File: src/design/flash_prog_regs.svh
// Constants of the parallel production-programming command layer.
// Assumes inclusion by its bare name from the package and the design module.
`ifndef FLASH_PROG_REGS_SVH
`define FLASH_PROG_REGS_SVH

// ----------------------------------------------------------------------
// Mode field codes of a handshake
// ----------------------------------------------------------------------
`define FP_MODE_CMD 4'h0
`define FP_MODE_ADDRESS_BYTE_0 4'h1
`define FP_MODE_ADDRESS_BYTE_3 4'h4
`define FP_MODE_DATA 4'h5

// ----------------------------------------------------------------------
// Command codes
// ----------------------------------------------------------------------
`define FP_CMD_READ_FLASH 16'h0011
`define FP_CMD_WRITE_PAGE 16'h0012
`define FP_CMD_WRITE_PAGE_LOCK 16'h0022
`define FP_CMD_ERASE_WRITE_PAGE 16'h0032
`define FP_CMD_ERASE_WRITE_LOCK 16'h0042
`define FP_CMD_ERASE_ALL 16'h0013
`define FP_CMD_SET_LOCK 16'h0014
`define FP_CMD_CLEAR_LOCK 16'h0024
`define FP_CMD_READ_LOCK 16'h0015
`define FP_CMD_SET_OPTION 16'h0034
`define FP_CMD_CLEAR_OPTION 16'h0044
`define FP_CMD_READ_OPTION 16'h0025
`define FP_CMD_SET_SECURITY 16'h0054
`define FP_CMD_READ_SECURITY 16'h0035
`define FP_CMD_READ_VERSION 16'h001e
`define FP_CMD_MEM_READ 16'h0016
`define FP_CMD_MEM_WRITE 16'h0026

// ----------------------------------------------------------------------
// Reset values and fixed figures
// ----------------------------------------------------------------------
`define FP_CMD_RESET 16'h0000
`define FP_ADDR_RESET 32'h0000_0000
`define FP_VERSION_DEFAULT 16'h0001

`endif

File: src/design/flash_prog_pkg.sv
// Types shared by the programming command layer.
// Assumes the constants header sits beside it on the include path.
`default_nettype none

package flash_prog_pkg;
  `include "flash_prog_regs.svh"

  // Operations requested from the flash controller.
  typedef enum logic [1:0] {
    OP_NONE = 2'b00,
    OP_ERASE_PAGE = 2'b01,
    OP_PROGRAM_PAGE = 2'b10,
    OP_ERASE_ALL = 2'b11
  } ctl_op_e;

  // Sequencer states.
  typedef enum logic [3:0] {
    S_IDLE = 4'b0000,
    S_EXEC = 4'b0001,
    S_MEM = 4'b0010,
    S_FL_ERASE = 4'b0011,
    S_FL_PROG = 4'b0100,
    S_ERASE_ALL = 4'b0101,
    S_OE_WAIT = 4'b0110,
    S_DRIVE = 4'b0111,
    S_WAIT_HIGH = 4'b1000,
    S_PIN_ERASE = 4'b1001
  } seq_state_e;
endpackage

`default_nettype wire

File: src/design/flash_prog_command_seq.sv
// Command sequencer of the parallel production-programming port.
// Assumes pins already synchronous to core_clk, a memory bus slave that
// answers memReq with a one-cycle memAck, and a flash controller that
// answers ctlReq with a one-cycle ctlAck and reads the load buffer itself.
//
// The implementer's own choices: the strobed register port and the placing of the registers.
`default_nettype none

`include "flash_prog_regs.svh"

// Summary of operation
// - Mode 0 loads command, 1 to 4 address bytes low first, 5 data, others nothing.
// - In command mode the strobed word becomes the new command.
// - Handshake starts only while ready; ready drops on latch, returns when done.
// - Read handshake drives the bus after output enable falls, releases when it rises.
// - A new command completes the previous one, flushing pending writes.
// - Flash read: command, four address bytes, then chained auto-incrementing reads.
// - Four new address bytes may be loaded anytime without repeating the command.
// - Write data collects in a one-page load buffer, address advancing per word.
// - Touching another page programs the pending load buffer first.
// - Accepting a new command programs the pending load buffer.
// - Four write-page commands use the read sequence with write data handshakes.
// - Write-then-lock sets the region lock bit after programming finishes.
// - Erase-then-write erases the page before programming the buffer.
// - Erase-write-lock erases, programs, then sets the region lock bit.
// - Erase-all aborts, erasing nothing, while any lock region is locked.
// - Set and clear lock take a mask, bit 0 first; erase-all clears locks.
// - Read lock mask returns bit n set when lock bit n is set.
// - Set and clear option take a pattern; erase-all clears option bits.
// - Read option bits returns bit n set when option bit n is set.
// - Once security is set no further command executes.
// - Security clears only by the erase input after the flash is erased.
// - Memory read walks any map address with auto-increment.
// - Memory write writes any map address, advancing per data handshake.
// - Get version returns the interface version in one data read.
module flash_prog_command_seq #(
  parameter int DATA_W = 16,
  parameter int ADDR_STEP = 2,
  parameter int WORD_SHIFT = 1,
  parameter int PAGE_SHIFT = 8,
  parameter int REGION_SHIFT = 6,
  parameter int LOCK_N = 16,
  parameter int OPT_N = 2,
  parameter logic [15:0] VERSION = `FP_VERSION_DEFAULT
) (
  input wire logic core_clk,
  input wire logic resetn,
  input wire logic command_strobe_n,
  input wire logic output_enable_n,
  input wire logic [3:0] mode,
  input wire logic [DATA_W-1:0] dataIn,
  output logic [DATA_W-1:0] dataOut,
  output logic dataOe,
  output logic ready,
  output logic data_drive_n,
  input wire logic eraseEvent,
  output logic memReq,
  output logic memWrite,
  output logic [31:0] memAddr,
  output logic [DATA_W-1:0] memWdata,
  input wire logic [DATA_W-1:0] memRdata,
  input wire logic memAck,
  output logic ctlReq,
  output flash_prog_pkg::ctl_op_e ctlOp,
  output logic [31-PAGE_SHIFT:0] ctlPage,
  input wire logic ctlAck,
  input wire logic [PAGE_SHIFT-WORD_SHIFT-1:0] ctlBufIdx,
  output logic [DATA_W-1:0] ctlBufWord,
  output logic ctlBufValid,
  output logic [LOCK_N-1:0] lockBits,
  output logic [OPT_N-1:0] optionBits,
  output logic securityActive
);
  import flash_prog_pkg::*;

  localparam int PAGE_WORDS = 2 ** (PAGE_SHIFT - WORD_SHIFT);
  localparam int WIDX_W = PAGE_SHIFT - WORD_SHIFT;
  localparam int PAGE_W = 32 - PAGE_SHIFT;
  localparam int LOCK_IDX_W = (LOCK_N > 1) ? $clog2(LOCK_N) : 1;

  // ----------------------------------------------------------------------
  // State
  // ----------------------------------------------------------------------
  seq_state_e state, next_state;
  logic [3:0] latchMode, next_latchMode;
  logic [15:0] latchData, next_latchData;
  logic [15:0] cmd, next_cmd;
  logic [31:0] curAddr, next_curAddr;
  logic [PAGE_W-1:0] bufPage, next_bufPage;
  logic dirty, next_dirty;
  logic [PAGE_WORDS-1:0] bufValid, next_bufValid;
  logic [LOCK_N-1:0] next_lockBits;
  logic [OPT_N-1:0] next_optionBits;
  logic next_securityActive;
  logic [DATA_W-1:0] readValue, next_readValue;
  logic eraseReq, next_eraseReq;
  logic bufWrEn;
  logic [DATA_W-1:0] loadBuf [PAGE_WORDS];

  logic writeFamily;
  logic eraseKind;
  logic lockKind;
  logic [PAGE_W-1:0] curPage;
  logic [WIDX_W-1:0] curWordIdx;
  logic [LOCK_IDX_W-1:0] regionIdx;
  logic [1:0] byteSel;

  // Command flavour decode; the buffer keeps the flavour of the command
  // that filled it because the command only changes after a flush.
  assign writeFamily = (cmd == `FP_CMD_WRITE_PAGE) || (cmd == `FP_CMD_WRITE_PAGE_LOCK)
                    || (cmd == `FP_CMD_ERASE_WRITE_PAGE) || (cmd == `FP_CMD_ERASE_WRITE_LOCK);
  assign eraseKind = (cmd == `FP_CMD_ERASE_WRITE_PAGE) || (cmd == `FP_CMD_ERASE_WRITE_LOCK);
  assign lockKind = (cmd == `FP_CMD_WRITE_PAGE_LOCK) || (cmd == `FP_CMD_ERASE_WRITE_LOCK);
  assign curPage = curAddr[31:PAGE_SHIFT];
  assign curWordIdx = curAddr[PAGE_SHIFT-1:WORD_SHIFT];
  assign regionIdx = bufPage[REGION_SHIFT +: LOCK_IDX_W];
  assign byteSel = 2'(latchMode - `FP_MODE_ADDRESS_BYTE_0);

  // ----------------------------------------------------------------------
  // Outputs
  // ----------------------------------------------------------------------
  // Ready is only shown in idle so a strobe is never taken mid-operation.
  assign ready = (state == S_IDLE);
  assign dataOe = (state == S_DRIVE);
  assign data_drive_n = (state != S_DRIVE);
  assign dataOut = readValue;
  assign memReq = (state == S_MEM);
  assign memWrite = (cmd == `FP_CMD_MEM_WRITE);
  assign memAddr = curAddr;
  assign memWdata = latchData[DATA_W-1:0];
  assign ctlReq = (state == S_FL_ERASE) || (state == S_FL_PROG)
               || (state == S_ERASE_ALL) || (state == S_PIN_ERASE);
  assign ctlPage = bufPage;

  // Controller operation follows the state directly.
  always_comb
  begin
    unique case (state)
      S_FL_ERASE: ctlOp = OP_ERASE_PAGE;
      S_FL_PROG: ctlOp = OP_PROGRAM_PAGE;
      S_ERASE_ALL, S_PIN_ERASE: ctlOp = OP_ERASE_ALL;
      default: ctlOp = OP_NONE;
    endcase
  end

  // ----------------------------------------------------------------------
  // Sequencer next-state logic
  // ----------------------------------------------------------------------
  // Flushes return to S_EXEC, which re-runs the latched handshake against a
  // clean buffer; that keeps one path for both the page-change and the
  // new-command flush.
  always_comb
  begin
    next_state = state;
    next_latchMode = latchMode;
    next_latchData = latchData;
    next_cmd = cmd;
    next_curAddr = curAddr;
    next_bufPage = bufPage;
    next_dirty = dirty;
    next_bufValid = bufValid;
    next_lockBits = lockBits;
    next_optionBits = optionBits;
    next_securityActive = securityActive;
    next_readValue = readValue;
    next_eraseReq = eraseReq | eraseEvent;
    bufWrEn = 1'b0;
    unique case (state)
      S_IDLE:
      begin
        if (eraseReq)
        begin
          next_state = S_PIN_ERASE;
        end
        else if (!command_strobe_n)
        begin
          next_latchMode = mode;
          next_latchData = 16'(dataIn);
          next_state = S_EXEC;
        end
      end
      S_EXEC:
      begin
        next_state = S_WAIT_HIGH;
        if (securityActive)
        begin
          next_state = S_WAIT_HIGH;
        end
        else if (latchMode == `FP_MODE_CMD)
        begin
          if (dirty)
          begin
            next_state = eraseKind ? S_FL_ERASE : S_FL_PROG;
          end
          else
          begin
            next_cmd = latchData;
          end
        end
        else if (latchMode >= `FP_MODE_ADDRESS_BYTE_0 && latchMode <= `FP_MODE_ADDRESS_BYTE_3)
        begin
          next_curAddr[8*byteSel +: 8] = latchData[7:0];
        end
        else if (latchMode == `FP_MODE_DATA)
        begin
          if (writeFamily)
          begin
            if (dirty && curPage != bufPage)
            begin
              next_state = eraseKind ? S_FL_ERASE : S_FL_PROG;
            end
            else
            begin
              bufWrEn = 1'b1;
              next_bufValid[curWordIdx] = 1'b1;
              next_bufPage = curPage;
              next_dirty = 1'b1;
              next_curAddr = curAddr + 32'(ADDR_STEP);
            end
          end
          else
          begin
            unique case (cmd)
              `FP_CMD_READ_FLASH, `FP_CMD_MEM_READ, `FP_CMD_MEM_WRITE:
              begin
                next_state = S_MEM;
              end
              `FP_CMD_ERASE_ALL:
              begin
                if (lockBits == '0)
                begin
                  next_state = S_ERASE_ALL;
                end
              end
              `FP_CMD_SET_LOCK:
              begin
                next_lockBits = lockBits | latchData[LOCK_N-1:0];
              end
              `FP_CMD_CLEAR_LOCK:
              begin
                next_lockBits = lockBits & ~latchData[LOCK_N-1:0];
              end
              `FP_CMD_SET_OPTION:
              begin
                next_optionBits = optionBits | latchData[OPT_N-1:0];
              end
              `FP_CMD_CLEAR_OPTION:
              begin
                next_optionBits = optionBits & ~latchData[OPT_N-1:0];
              end
              `FP_CMD_SET_SECURITY:
              begin
                next_securityActive = 1'b1;
              end
              `FP_CMD_READ_LOCK:
              begin
                next_readValue = DATA_W'(lockBits);
                next_state = S_OE_WAIT;
              end
              `FP_CMD_READ_OPTION:
              begin
                next_readValue = DATA_W'(optionBits);
                next_state = S_OE_WAIT;
              end
              `FP_CMD_READ_SECURITY:
              begin
                next_readValue = DATA_W'(securityActive);
                next_state = S_OE_WAIT;
              end
              `FP_CMD_READ_VERSION:
              begin
                next_readValue = DATA_W'(VERSION);
                next_state = S_OE_WAIT;
              end
              default:
              begin
                next_state = S_WAIT_HIGH;
              end
            endcase
          end
        end
      end
      S_MEM:
      begin
        if (memAck)
        begin
          next_curAddr = curAddr + 32'(ADDR_STEP);
          if (memWrite)
          begin
            next_state = S_WAIT_HIGH;
          end
          else
          begin
            next_readValue = memRdata;
            next_state = S_OE_WAIT;
          end
        end
      end
      S_FL_ERASE:
      begin
        if (ctlAck)
        begin
          next_state = S_FL_PROG;
        end
      end
      S_FL_PROG:
      begin
        if (ctlAck)
        begin
          if (lockKind)
          begin
            next_lockBits[regionIdx] = 1'b1;
          end
          next_dirty = 1'b0;
          next_bufValid = '0;
          next_state = S_EXEC;
        end
      end
      S_ERASE_ALL:
      begin
        if (ctlAck)
        begin
          next_lockBits = '0;
          next_optionBits = '0;
          next_state = S_WAIT_HIGH;
        end
      end
      S_OE_WAIT:
      begin
        if (!output_enable_n)
        begin
          next_state = S_DRIVE;
        end
      end
      S_DRIVE:
      begin
        if (output_enable_n)
        begin
          next_state = S_WAIT_HIGH;
        end
      end
      S_WAIT_HIGH:
      begin
        if (command_strobe_n)
        begin
          next_state = S_IDLE;
        end
      end
      S_PIN_ERASE:
      begin
        if (ctlAck)
        begin
          next_securityActive = 1'b0;
          next_lockBits = '0;
          next_optionBits = '0;
          next_dirty = 1'b0;
          next_bufValid = '0;
          next_eraseReq = eraseEvent;
          next_state = S_IDLE;
        end
      end
      default:
      begin
        next_state = S_IDLE;
      end
    endcase
  end

  // Sequencer registers.
  always_ff @(posedge core_clk or negedge resetn)
  begin
    if (!resetn)
    begin
      state <= S_IDLE;
      latchMode <= `FP_MODE_CMD;
      latchData <= `FP_CMD_RESET;
      cmd <= `FP_CMD_RESET;
      curAddr <= `FP_ADDR_RESET;
      bufPage <= '0;
      dirty <= 1'b0;
      bufValid <= '0;
      lockBits <= '0;
      optionBits <= '0;
      securityActive <= 1'b0;
      readValue <= '0;
      eraseReq <= 1'b0;
    end
    else
    begin
      state <= next_state;
      latchMode <= next_latchMode;
      latchData <= next_latchData;
      cmd <= next_cmd;
      curAddr <= next_curAddr;
      bufPage <= next_bufPage;
      dirty <= next_dirty;
      bufValid <= next_bufValid;
      lockBits <= next_lockBits;
      optionBits <= next_optionBits;
      securityActive <= next_securityActive;
      readValue <= next_readValue;
      eraseReq <= next_eraseReq;
    end
  end

  // ----------------------------------------------------------------------
  // Load buffer
  // ----------------------------------------------------------------------
  // The array is not reset; the valid mask tells the controller which words
  // were really loaded, so untouched words keep their flash content.
  always_ff @(posedge core_clk)
  begin
    if (bufWrEn)
    begin
      loadBuf[curWordIdx] <= latchData[DATA_W-1:0];
    end
  end

  // Controller read port, one cycle behind ctlBufIdx.
  always_ff @(posedge core_clk or negedge resetn)
  begin
    if (!resetn)
    begin
      ctlBufWord <= '0;
      ctlBufValid <= 1'b0;
    end
    else
    begin
      ctlBufWord <= loadBuf[ctlBufIdx];
      ctlBufValid <= bufValid[ctlBufIdx];
    end
  end
endmodule

`default_nettype wire

File: config.mk
export PLATFORM = sky130hd
export DESIGN_NAME = flash_prog_command_seq
export DESIGN_NICKNAME = d
export VERILOG_FILES = /design/src/design/flash_prog_pkg.sv /design/src/design/flash_prog_command_seq.sv
export VERILOG_INCLUDE_DIRS = /design/src /design/src/design
export SDC_FILE = /design/constraint.sdc
export NUM_CORES = 2
export LEC_CHECK = 0
export BUFFER_PORTS_ARGS = -buffer_cell sky130_fd_sc_hd__buf_2
export CAP_MARGIN = 5
export CORE_ASPECT_RATIO = 1.5
export CORE_UTILIZATION = 59
export DETAILED_ROUTE_END_ITERATION = 16
export GPL_ROUTABILITY_DRIVEN = 1
export PLACE_DENSITY = 0.72
export SETUP_SLACK_MARGIN = 0.1
export SLEW_MARGIN = 0
export SYNTH_ARGS = -nofsm -noshare
export SYNTH_HDL_FRONTEND = slang
export SYNTH_SLANG_ARGS = --single-unit
export TNS_END_PERCENT = 20
File: constraint.sdc
create_clock -name core_clk -period 4.9 [get_ports core_clk]
set_input_delay 0.49 -clock core_clk [delete_from_list [all_inputs] [get_ports core_clk]]
set_output_delay 0.49 -clock core_clk [all_outputs]
set_load 0.005 [all_outputs]
==> Word level (Yosys, flattened, before mapping) <==
Memory sizes are Yosys's and may differ from the RTL's. A register that Yosys moved wholly into a read port is not among the register bits.
Index checks and enable logic that the tools add are counted.
{ "word_totals": {"reg_bits": 262, "ramBits": 2048, "inputBits": 50, "output_inout_bits": 132, "word_cells": 232, "n_memories": 1} }
{ "classes": {"addsub": 3, "magnitude_cmp": 7, "n_eq_ne": 55, "shifts": 2, "muxes": 99, "bitwise_logic": 16, "reduce_logical": 35} }
{ "mem_list": {"columns": ["name", "depth", "width", "read_ports", "rd_clocked_by_memory_dff", "write_ports", "line", "text"], "rows": [
  ["loadBuf", 128, 16, 1, 1, 1, "flash_prog_command_seq.sv:98", "logic [DATA_W-1:0] loadBuf [PAGE_WORDS];"]
]} }
{ "op_table": {"columns": ["cell", "n"], "rows": [
  ["two-way mux 128 bit", 7],
  ["one-hot mux 128 bit (2 select lines)", 1],
  ["two-way mux 16 bit", 15],
  ["two-way mux 32 bit", 7],
  ["bitwise OR 128 bit", 1],
  ["equality test 16 x 5 -> 1 bit (second input constant)", 7],
  ["equality test 16 x 6 -> 1 bit (second input constant)", 7],
  ["two-way mux 4 bit", 19],
  ["one-hot mux 16 bit (2 select lines)", 2],
  ["one-hot mux 16 bit (4 select lines)", 1],
  ["one-hot mux 32 bit (2 select lines)", 1],
  ["equality test 16 x 7 -> 1 bit (second input constant)", 3],
  ["one-hot mux 16 bit (3 select lines)", 1],
  ["one-hot mux 4 bit (10 select lines)", 1],
  ["negation 5 -> 34 bit", 1],
  ["variable shift 8 x 34 -> 32 bit (first input constant)", 1],
  ["variable part select 8 x 34 -> 32 bit", 1],
  ["adder 32 x 2 -> 32 bit (second input constant)", 1],
  ["bitwise mux 32 bit", 1],
  ["!= test 2 bit (second input constant)", 16],
  ["bitwise OR 16 bit", 2],
  ["two-way mux 1 bit", 27],
  ["!= test 24 bit", 1],
  ["equality test 4 x 3 -> 1 bit (second input constant)", 5],
  ["48 further kinds", 88]
]} }

==> Longest topological paths before layout <==
{ "logic_depth": {"ltp_word": 12, "ltp_mapped": 10, "mapped_depth_nobuf": 8} }

==> Least setup slack after synthesis <==
OpenSTA, ideal clock, no wires.
{ "synth_path": {"path_kind": "flip-flop to flip-flop", "from": "reg latchMode[1]", "to": "mem loadBuf[95][0] (enable)", "setup_time_ps": 436, "arrival_time_ps": 3553, "required_ps": 4464, "setup_slack_ps": 910, "stages_incl_launch_ff": 10, "n_path_buf": 2, "synth_period_minus_slack_ps": 3990, "cell_sequence": "dfrtp_1 > inv_1 > ha_1 > clkbuf_1 > nand3b_1 > or2_2 > nor2_1 > buf_4 > nand3_1 > nor4b_1"} }
{ "synth_via": {"elab_chain_cells": 8, "elab_cells_between_ends": 12, "classes_between": "order compare (2); eq/ne (1); mux (7); reduce/logical (2)"} }
{ "synth_lines": {"columns": ["item", "line", "text"], "rows": [
  ["start: declaration", "flash_prog_command_seq.sv:85", "logic [3:0] latchMode, next_latchMode;"],
  ["start signal: assignment", "flash_prog_command_seq.sv:375", "latchMode <= `FP_MODE_CMD;"],
  ["start signal: assignment", "flash_prog_command_seq.sv:391", "latchMode <= next_latchMode;"],
  [">= comparator 4 x 1 -> 1 bit (no line) (tied with other cells)", null, null],
  ["logical AND 1 bit (no line) / two-way mux 1 bit (equally long branches)", null, null],
  ["two-way mux 1 bit", "flash_prog_command_seq.sv:200", "else if (latchMode >= `FP_MODE_ADDRESS_BYTE_0 && latchMode <= `FP_MODE_ADDRESS_BYTE_3)"],
  ["two-way mux 1 bit (*)", "flash_prog_command_seq.sv:189", "else if (latchMode == `FP_MODE_CMD)"],
  ["two-way mux 1 bit (*)", "flash_prog_command_seq.sv:185", "if (securityActive)"],
  ["two-way mux 1 bit (*)", "flash_prog_command_seq.sv:168", "unique case (state)"],
  ["two-way mux 1 bit (*)", "flash_prog_command_seq.sv:413", "if (bufWrEn)"],
  ["two-way mux 1 bit (implied by the code) (*)", "flash_prog_command_seq.sv:415", "loadBuf[curWordIdx] <= latchData[DATA_W-1:0];"],
  ["end: declaration", "flash_prog_command_seq.sv:98", null]
]} }
Mark *: on every way between the ends. The rest lies on a longest branch, timed or not.

==> Worst setup path after layout <==
{ "layout_path": {"from": "reg state[2]", "to": "mem loadBuf[10][7] (enable)"} }
{ "layout_via": {"elab_chain_cells": 4} }
{ "layout_lines": {"columns": ["item", "line", "text"], "rows": [
  ["start: declaration", "flash_prog_command_seq.sv:84", "seq_state_e state, next_state;"],
  ["start signal: assignment", "flash_prog_command_seq.sv:390", "state <= next_state;"],
  ["equality test 4 x 1 -> 1 bit", "flash_prog_command_seq.sv:168", null],
  ["two-way mux 1 bit", "flash_prog_command_seq.sv:168", null],
  ["two-way mux 1 bit", "flash_prog_command_seq.sv:413", null],
  ["two-way mux 1 bit (implied by the code)", "flash_prog_command_seq.sv:415", null]
]} }
No other way between the ends.

==> flow_results.org <==
** Finish
- Relative to the synthesized area, the layout overhead comes to 12.9%.
- In the final layout, the share of cells above drive strength 1 is 28.7%.
- The library cell used most frequently in the layout, excluding fill and tap cells, is edfxtp_1.
- Number of nets in the final layout :: 5176
- The library cells used most frequently in the layout, excluding fill and tap cells, are edfxtp_1, mux4_2, nand2_1.
- Final design area excluding fillers :: 105000 um2

** GRT
- The total overflow left after global routing is 0.
- The number of antenna violations at the first check in global routing is 7.
- Global routing used 29.8% of the available tracks across all layers.
- Entering global routing, the biggest net connects 118 pins.
- Via count of the first global-routing pass :: 48700
- Wire length of the first global-routing pass :: 338000 um

** Critical path
- Worst EP required :: 5.44 ns
- STA puts the critical path data arrival time at 4.72 ns.
- Crit end category :: register
- Critical path fanouts, max :: 27
- STA classifies the critical path startpoint as a register.
- The slowest stage of the critical path is the or4b_1 cell.
- The critical path goes through or4b_1, nor2_2, o21ai_1, nor2_1, nand4_1, buf_4, nor2_1, buf_4.
- The largest single stage delay on the critical path is 0.72 ns.
- Across all register-to-register paths, the minimum setup slack is 0.72 ns.
- The critical path is of the register to register type.

** Logic synthesis
- Post-Syn Instances :: 4708
- Synthesis instantiated 88 different standard cells from the library.
- Counting flops and latches in the post-synthesis netlist gives 2326.
- Cell types with the largest area share after synthesis :: edfxtp_1, mux4_2, dfrtp_1
- Share of synthesized flip-flops with an asynchronous set or reset :: 12.0%
- The top cell type by area accounts for 66.4% of the synthesized area.
- When the netlist entered floorplanning its net count stood at 4764.
- In this run, synthesis inferred 2048 flip-flops with an integrated enable.
- Summed over all instances, the cell type with the most area after synthesis is edfxtp_1.
- Averaged over all synthesized cells, the footprint is 19.7 um2.
- Synth warn :: 0
- For this run, the leading register cell type out of synthesis is edfxtp_1.
- The synthesized netlist occupies a cell area of 92600 um2.
- Fraction of the yosys area taken by sequential cells :: 74.0%

** Placement
- RePlAce Congestion :: 0.942
- Count of input and output buffers :: 181
- The HPWL after detailed placement is 144000 um.
- Summing all placed instances gives a cell area of 97300 um2.

** STA
- Timing would allow up to 239 MHz.
- Measured against its own limit, the worst slew margin works out to 19.5%.
- Final hold viol count :: 0
- Part of the cycle the worst path needs :: 85.4%
- The max-slew violation total from the final report came to 0.
- Clock skew on the completed layout was measured at 0.0366 ns.
- At the pin with the least slew margin, the transition time is 1.21 ns.
- Counting I/O delays and the setup requirement, the final critical path takes 4.18 ns.
- Accumulated negative setup slack :: 0 ns
- Setup violations remaining at the end of the flow were counted as 0.
- RSZ-0062 raised after global routing :: no

** Clock tree
- The later pin in the worst-skew pair is clocked with a latency of 0.85 ns.
- After clock tree synthesis, the repair step resized 0 gates.
- CTS H-Tree Depth :: 4
- Total clock buffers created by CTS :: 201
- Clock-pin slew of the registers on the worst-case setup and hold paths :: 0.06 ns
- The tree is rooted in a clkbuf_16.
- Once the clock tree was built, the setup fixing pass inserted 0 buffers.
- Number of sinks driven by the clock tree :: 2326
- TritonCTS built the clock tree.
- Clock buffer depth :: 3

** Die
- Die width :: 325 um
- For this design the top-level I/O count stands at 182.
- The core region is 155000 um2.
- Cell Rows :: 177
- The die is 487 um tall.
- The die covers 158000 um2.
- Starting density of the core :: 59.5%

** Routing
- In the final routed layout, each cell accounts on average for 31.5 um.
- Vias after detailed routing :: 48300
- DR DRC count :: 0
- ANT nets after route :: 0
- Detailed-route wire length :: 232000 um
- Vias/cell :: 6.57
- For this run, the detailed router's first-pass iteration total came to 8.
- Violation count after the first detailed-route iteration :: 6225

** Hold path
- Worst min-delay path class :: input port to register

** Power
- LEAKAGE :: 0.0352 uW
- Largest vdd supply drop :: 1040 uV
- PwrDens :: 476 nW/um2

** Run
- Reported max-cap violation count :: 0

** Status
- The flow ran to the end, and the final reports show no timing, DRC or antenna violations.
[layer usage]
| metal | part of all wire, % | up-vias | global-route usage [%] |
|---|---|---|---|
| li1 | - | 20100 | - |
| met1 | 37 | 25300 | 40.0 |
| met2 | 50 | 2512 | 49.2 |
| met3 | 8.1 | 449 | 4.55 |
| met4 | 4.5 | 10 | 12.8 |
| met5 | 0.028 | - | 0 |
[synth_stat cells, drive strengths merged, types with 38 or more instances]
library cell and n:
a21oi 39, buf 110, clkbuf 181, dfrtp 278, edfxtp 2048, mux2 123, mux2i 139, mux4 595
nand2 297, nand3 58, nor2 173, nor4 38, o21ai 236, o22ai 71
[worst max-delay path: cells and delay by family, from the launching register on]
kind                   cells  cell delay [ns]
and+or+nand+nor            5             2.44
DFF                        1             0.56
AOI/OAI and AO/OA          1             0.16
buffers and inverters      2             0.67
[flip-flops by register name, summed over array words and instances (netlist names), 2 cells and up, named ones only]
name,flops
ctlBufWord,16
dataOut,16
optionBits,2
ctlPage,24
state,4
loadBuf,2048
cmd,16
memAddr,32
memWdata,16
latchMode,4
bufValid,128
[report_power, final]
part	internal (uW)	switching [uW]	leakage [uW]
clock	9270	7140	0.00331
sequential	24700	2110	0.0222
combinational	1980	4540	0.00973
[final cells by class]
class	count	area (um2)
Tap cell	2058	2570
Clock buffer	246	5390
Inverter	29	109
Fill cell	9966	51000
Sequential cell	2326	68500
Antenna cell	1	2.50
Clock inverter	132	1400
Multi-Input combinational cell	2062	22800
Timing Repair Buffer	500	3680
[path summary, 6_finish.rpt]
check | startpoint | endpoint | depth (start not counted)
max in group asynchronous | resetn | ctlBufWord[12]$_DFF_PN0_ | 3
worst min register to register | bufValid[86]$_DFFE_PN0P_ | bufValid[86]$_DFFE_PN0P_ | 2
min in group asynchronous | resetn | memWdata[8]$_DFFE_PN0P_ | 2
worst max register to register | state[2]$_DFFE_PN0P_ | loadBuf[10][7]$_DFFE_PP_ | 8
worst min-delay path | command_strobe_n | memWdata[15]$_DFFE_PN0P_ | 3
worst max-delay path | state[2]$_DFFE_PN0P_ | loadBuf[10][7]$_DFFE_PP_ | 8
[kinds of logic after synthesis]
family / Yosys count / share of synthesized area [%]
DFF: 2326 / 74.0
xor gates and xnor gates: 27 / 0.256
muxes: 857 / 17.5
buffers and inverters: 320 / 1.42
AOI/OAI and AO/OA: 471 / 3.18
adders and majority gates: 6 / 0.0811
and+or+nand+nor: 701 / 3.58
[metrics by stage]
| step | total power, uW | hold WS, ns | util (%) | instances | worst slack (ns) |
|---|---|---|---|---|---|
| after floorplan | 29900 | 0.194 | - | 4708 | 0.910 |
| after global placement | 33400 | 0.456 | 62.6 | 6936 | 1.01 |
| after detailed placement | 33700 | 0.465 | 62.6 | 6936 | 0.863 |
| after CTS | 49900 | 0.0463 | 67.2 | 7352 | 0.843 |
| after global routing | 51100 | 0.0987 | 67.2 | 7354 | 0.537 |
| final | 49700 | 0.0949 | 67.2 | 7354 | 0.716 |
[repair_timing]
| action | CTS | global route |
|---|---|---|
| hold buffers | 38 | 0 |
| endpoints found under the hold margin | 134 | 0 |
| setup endpoints to repair | 0 | 0 |
Note: power is estimated with default switching activity, not from simulation.
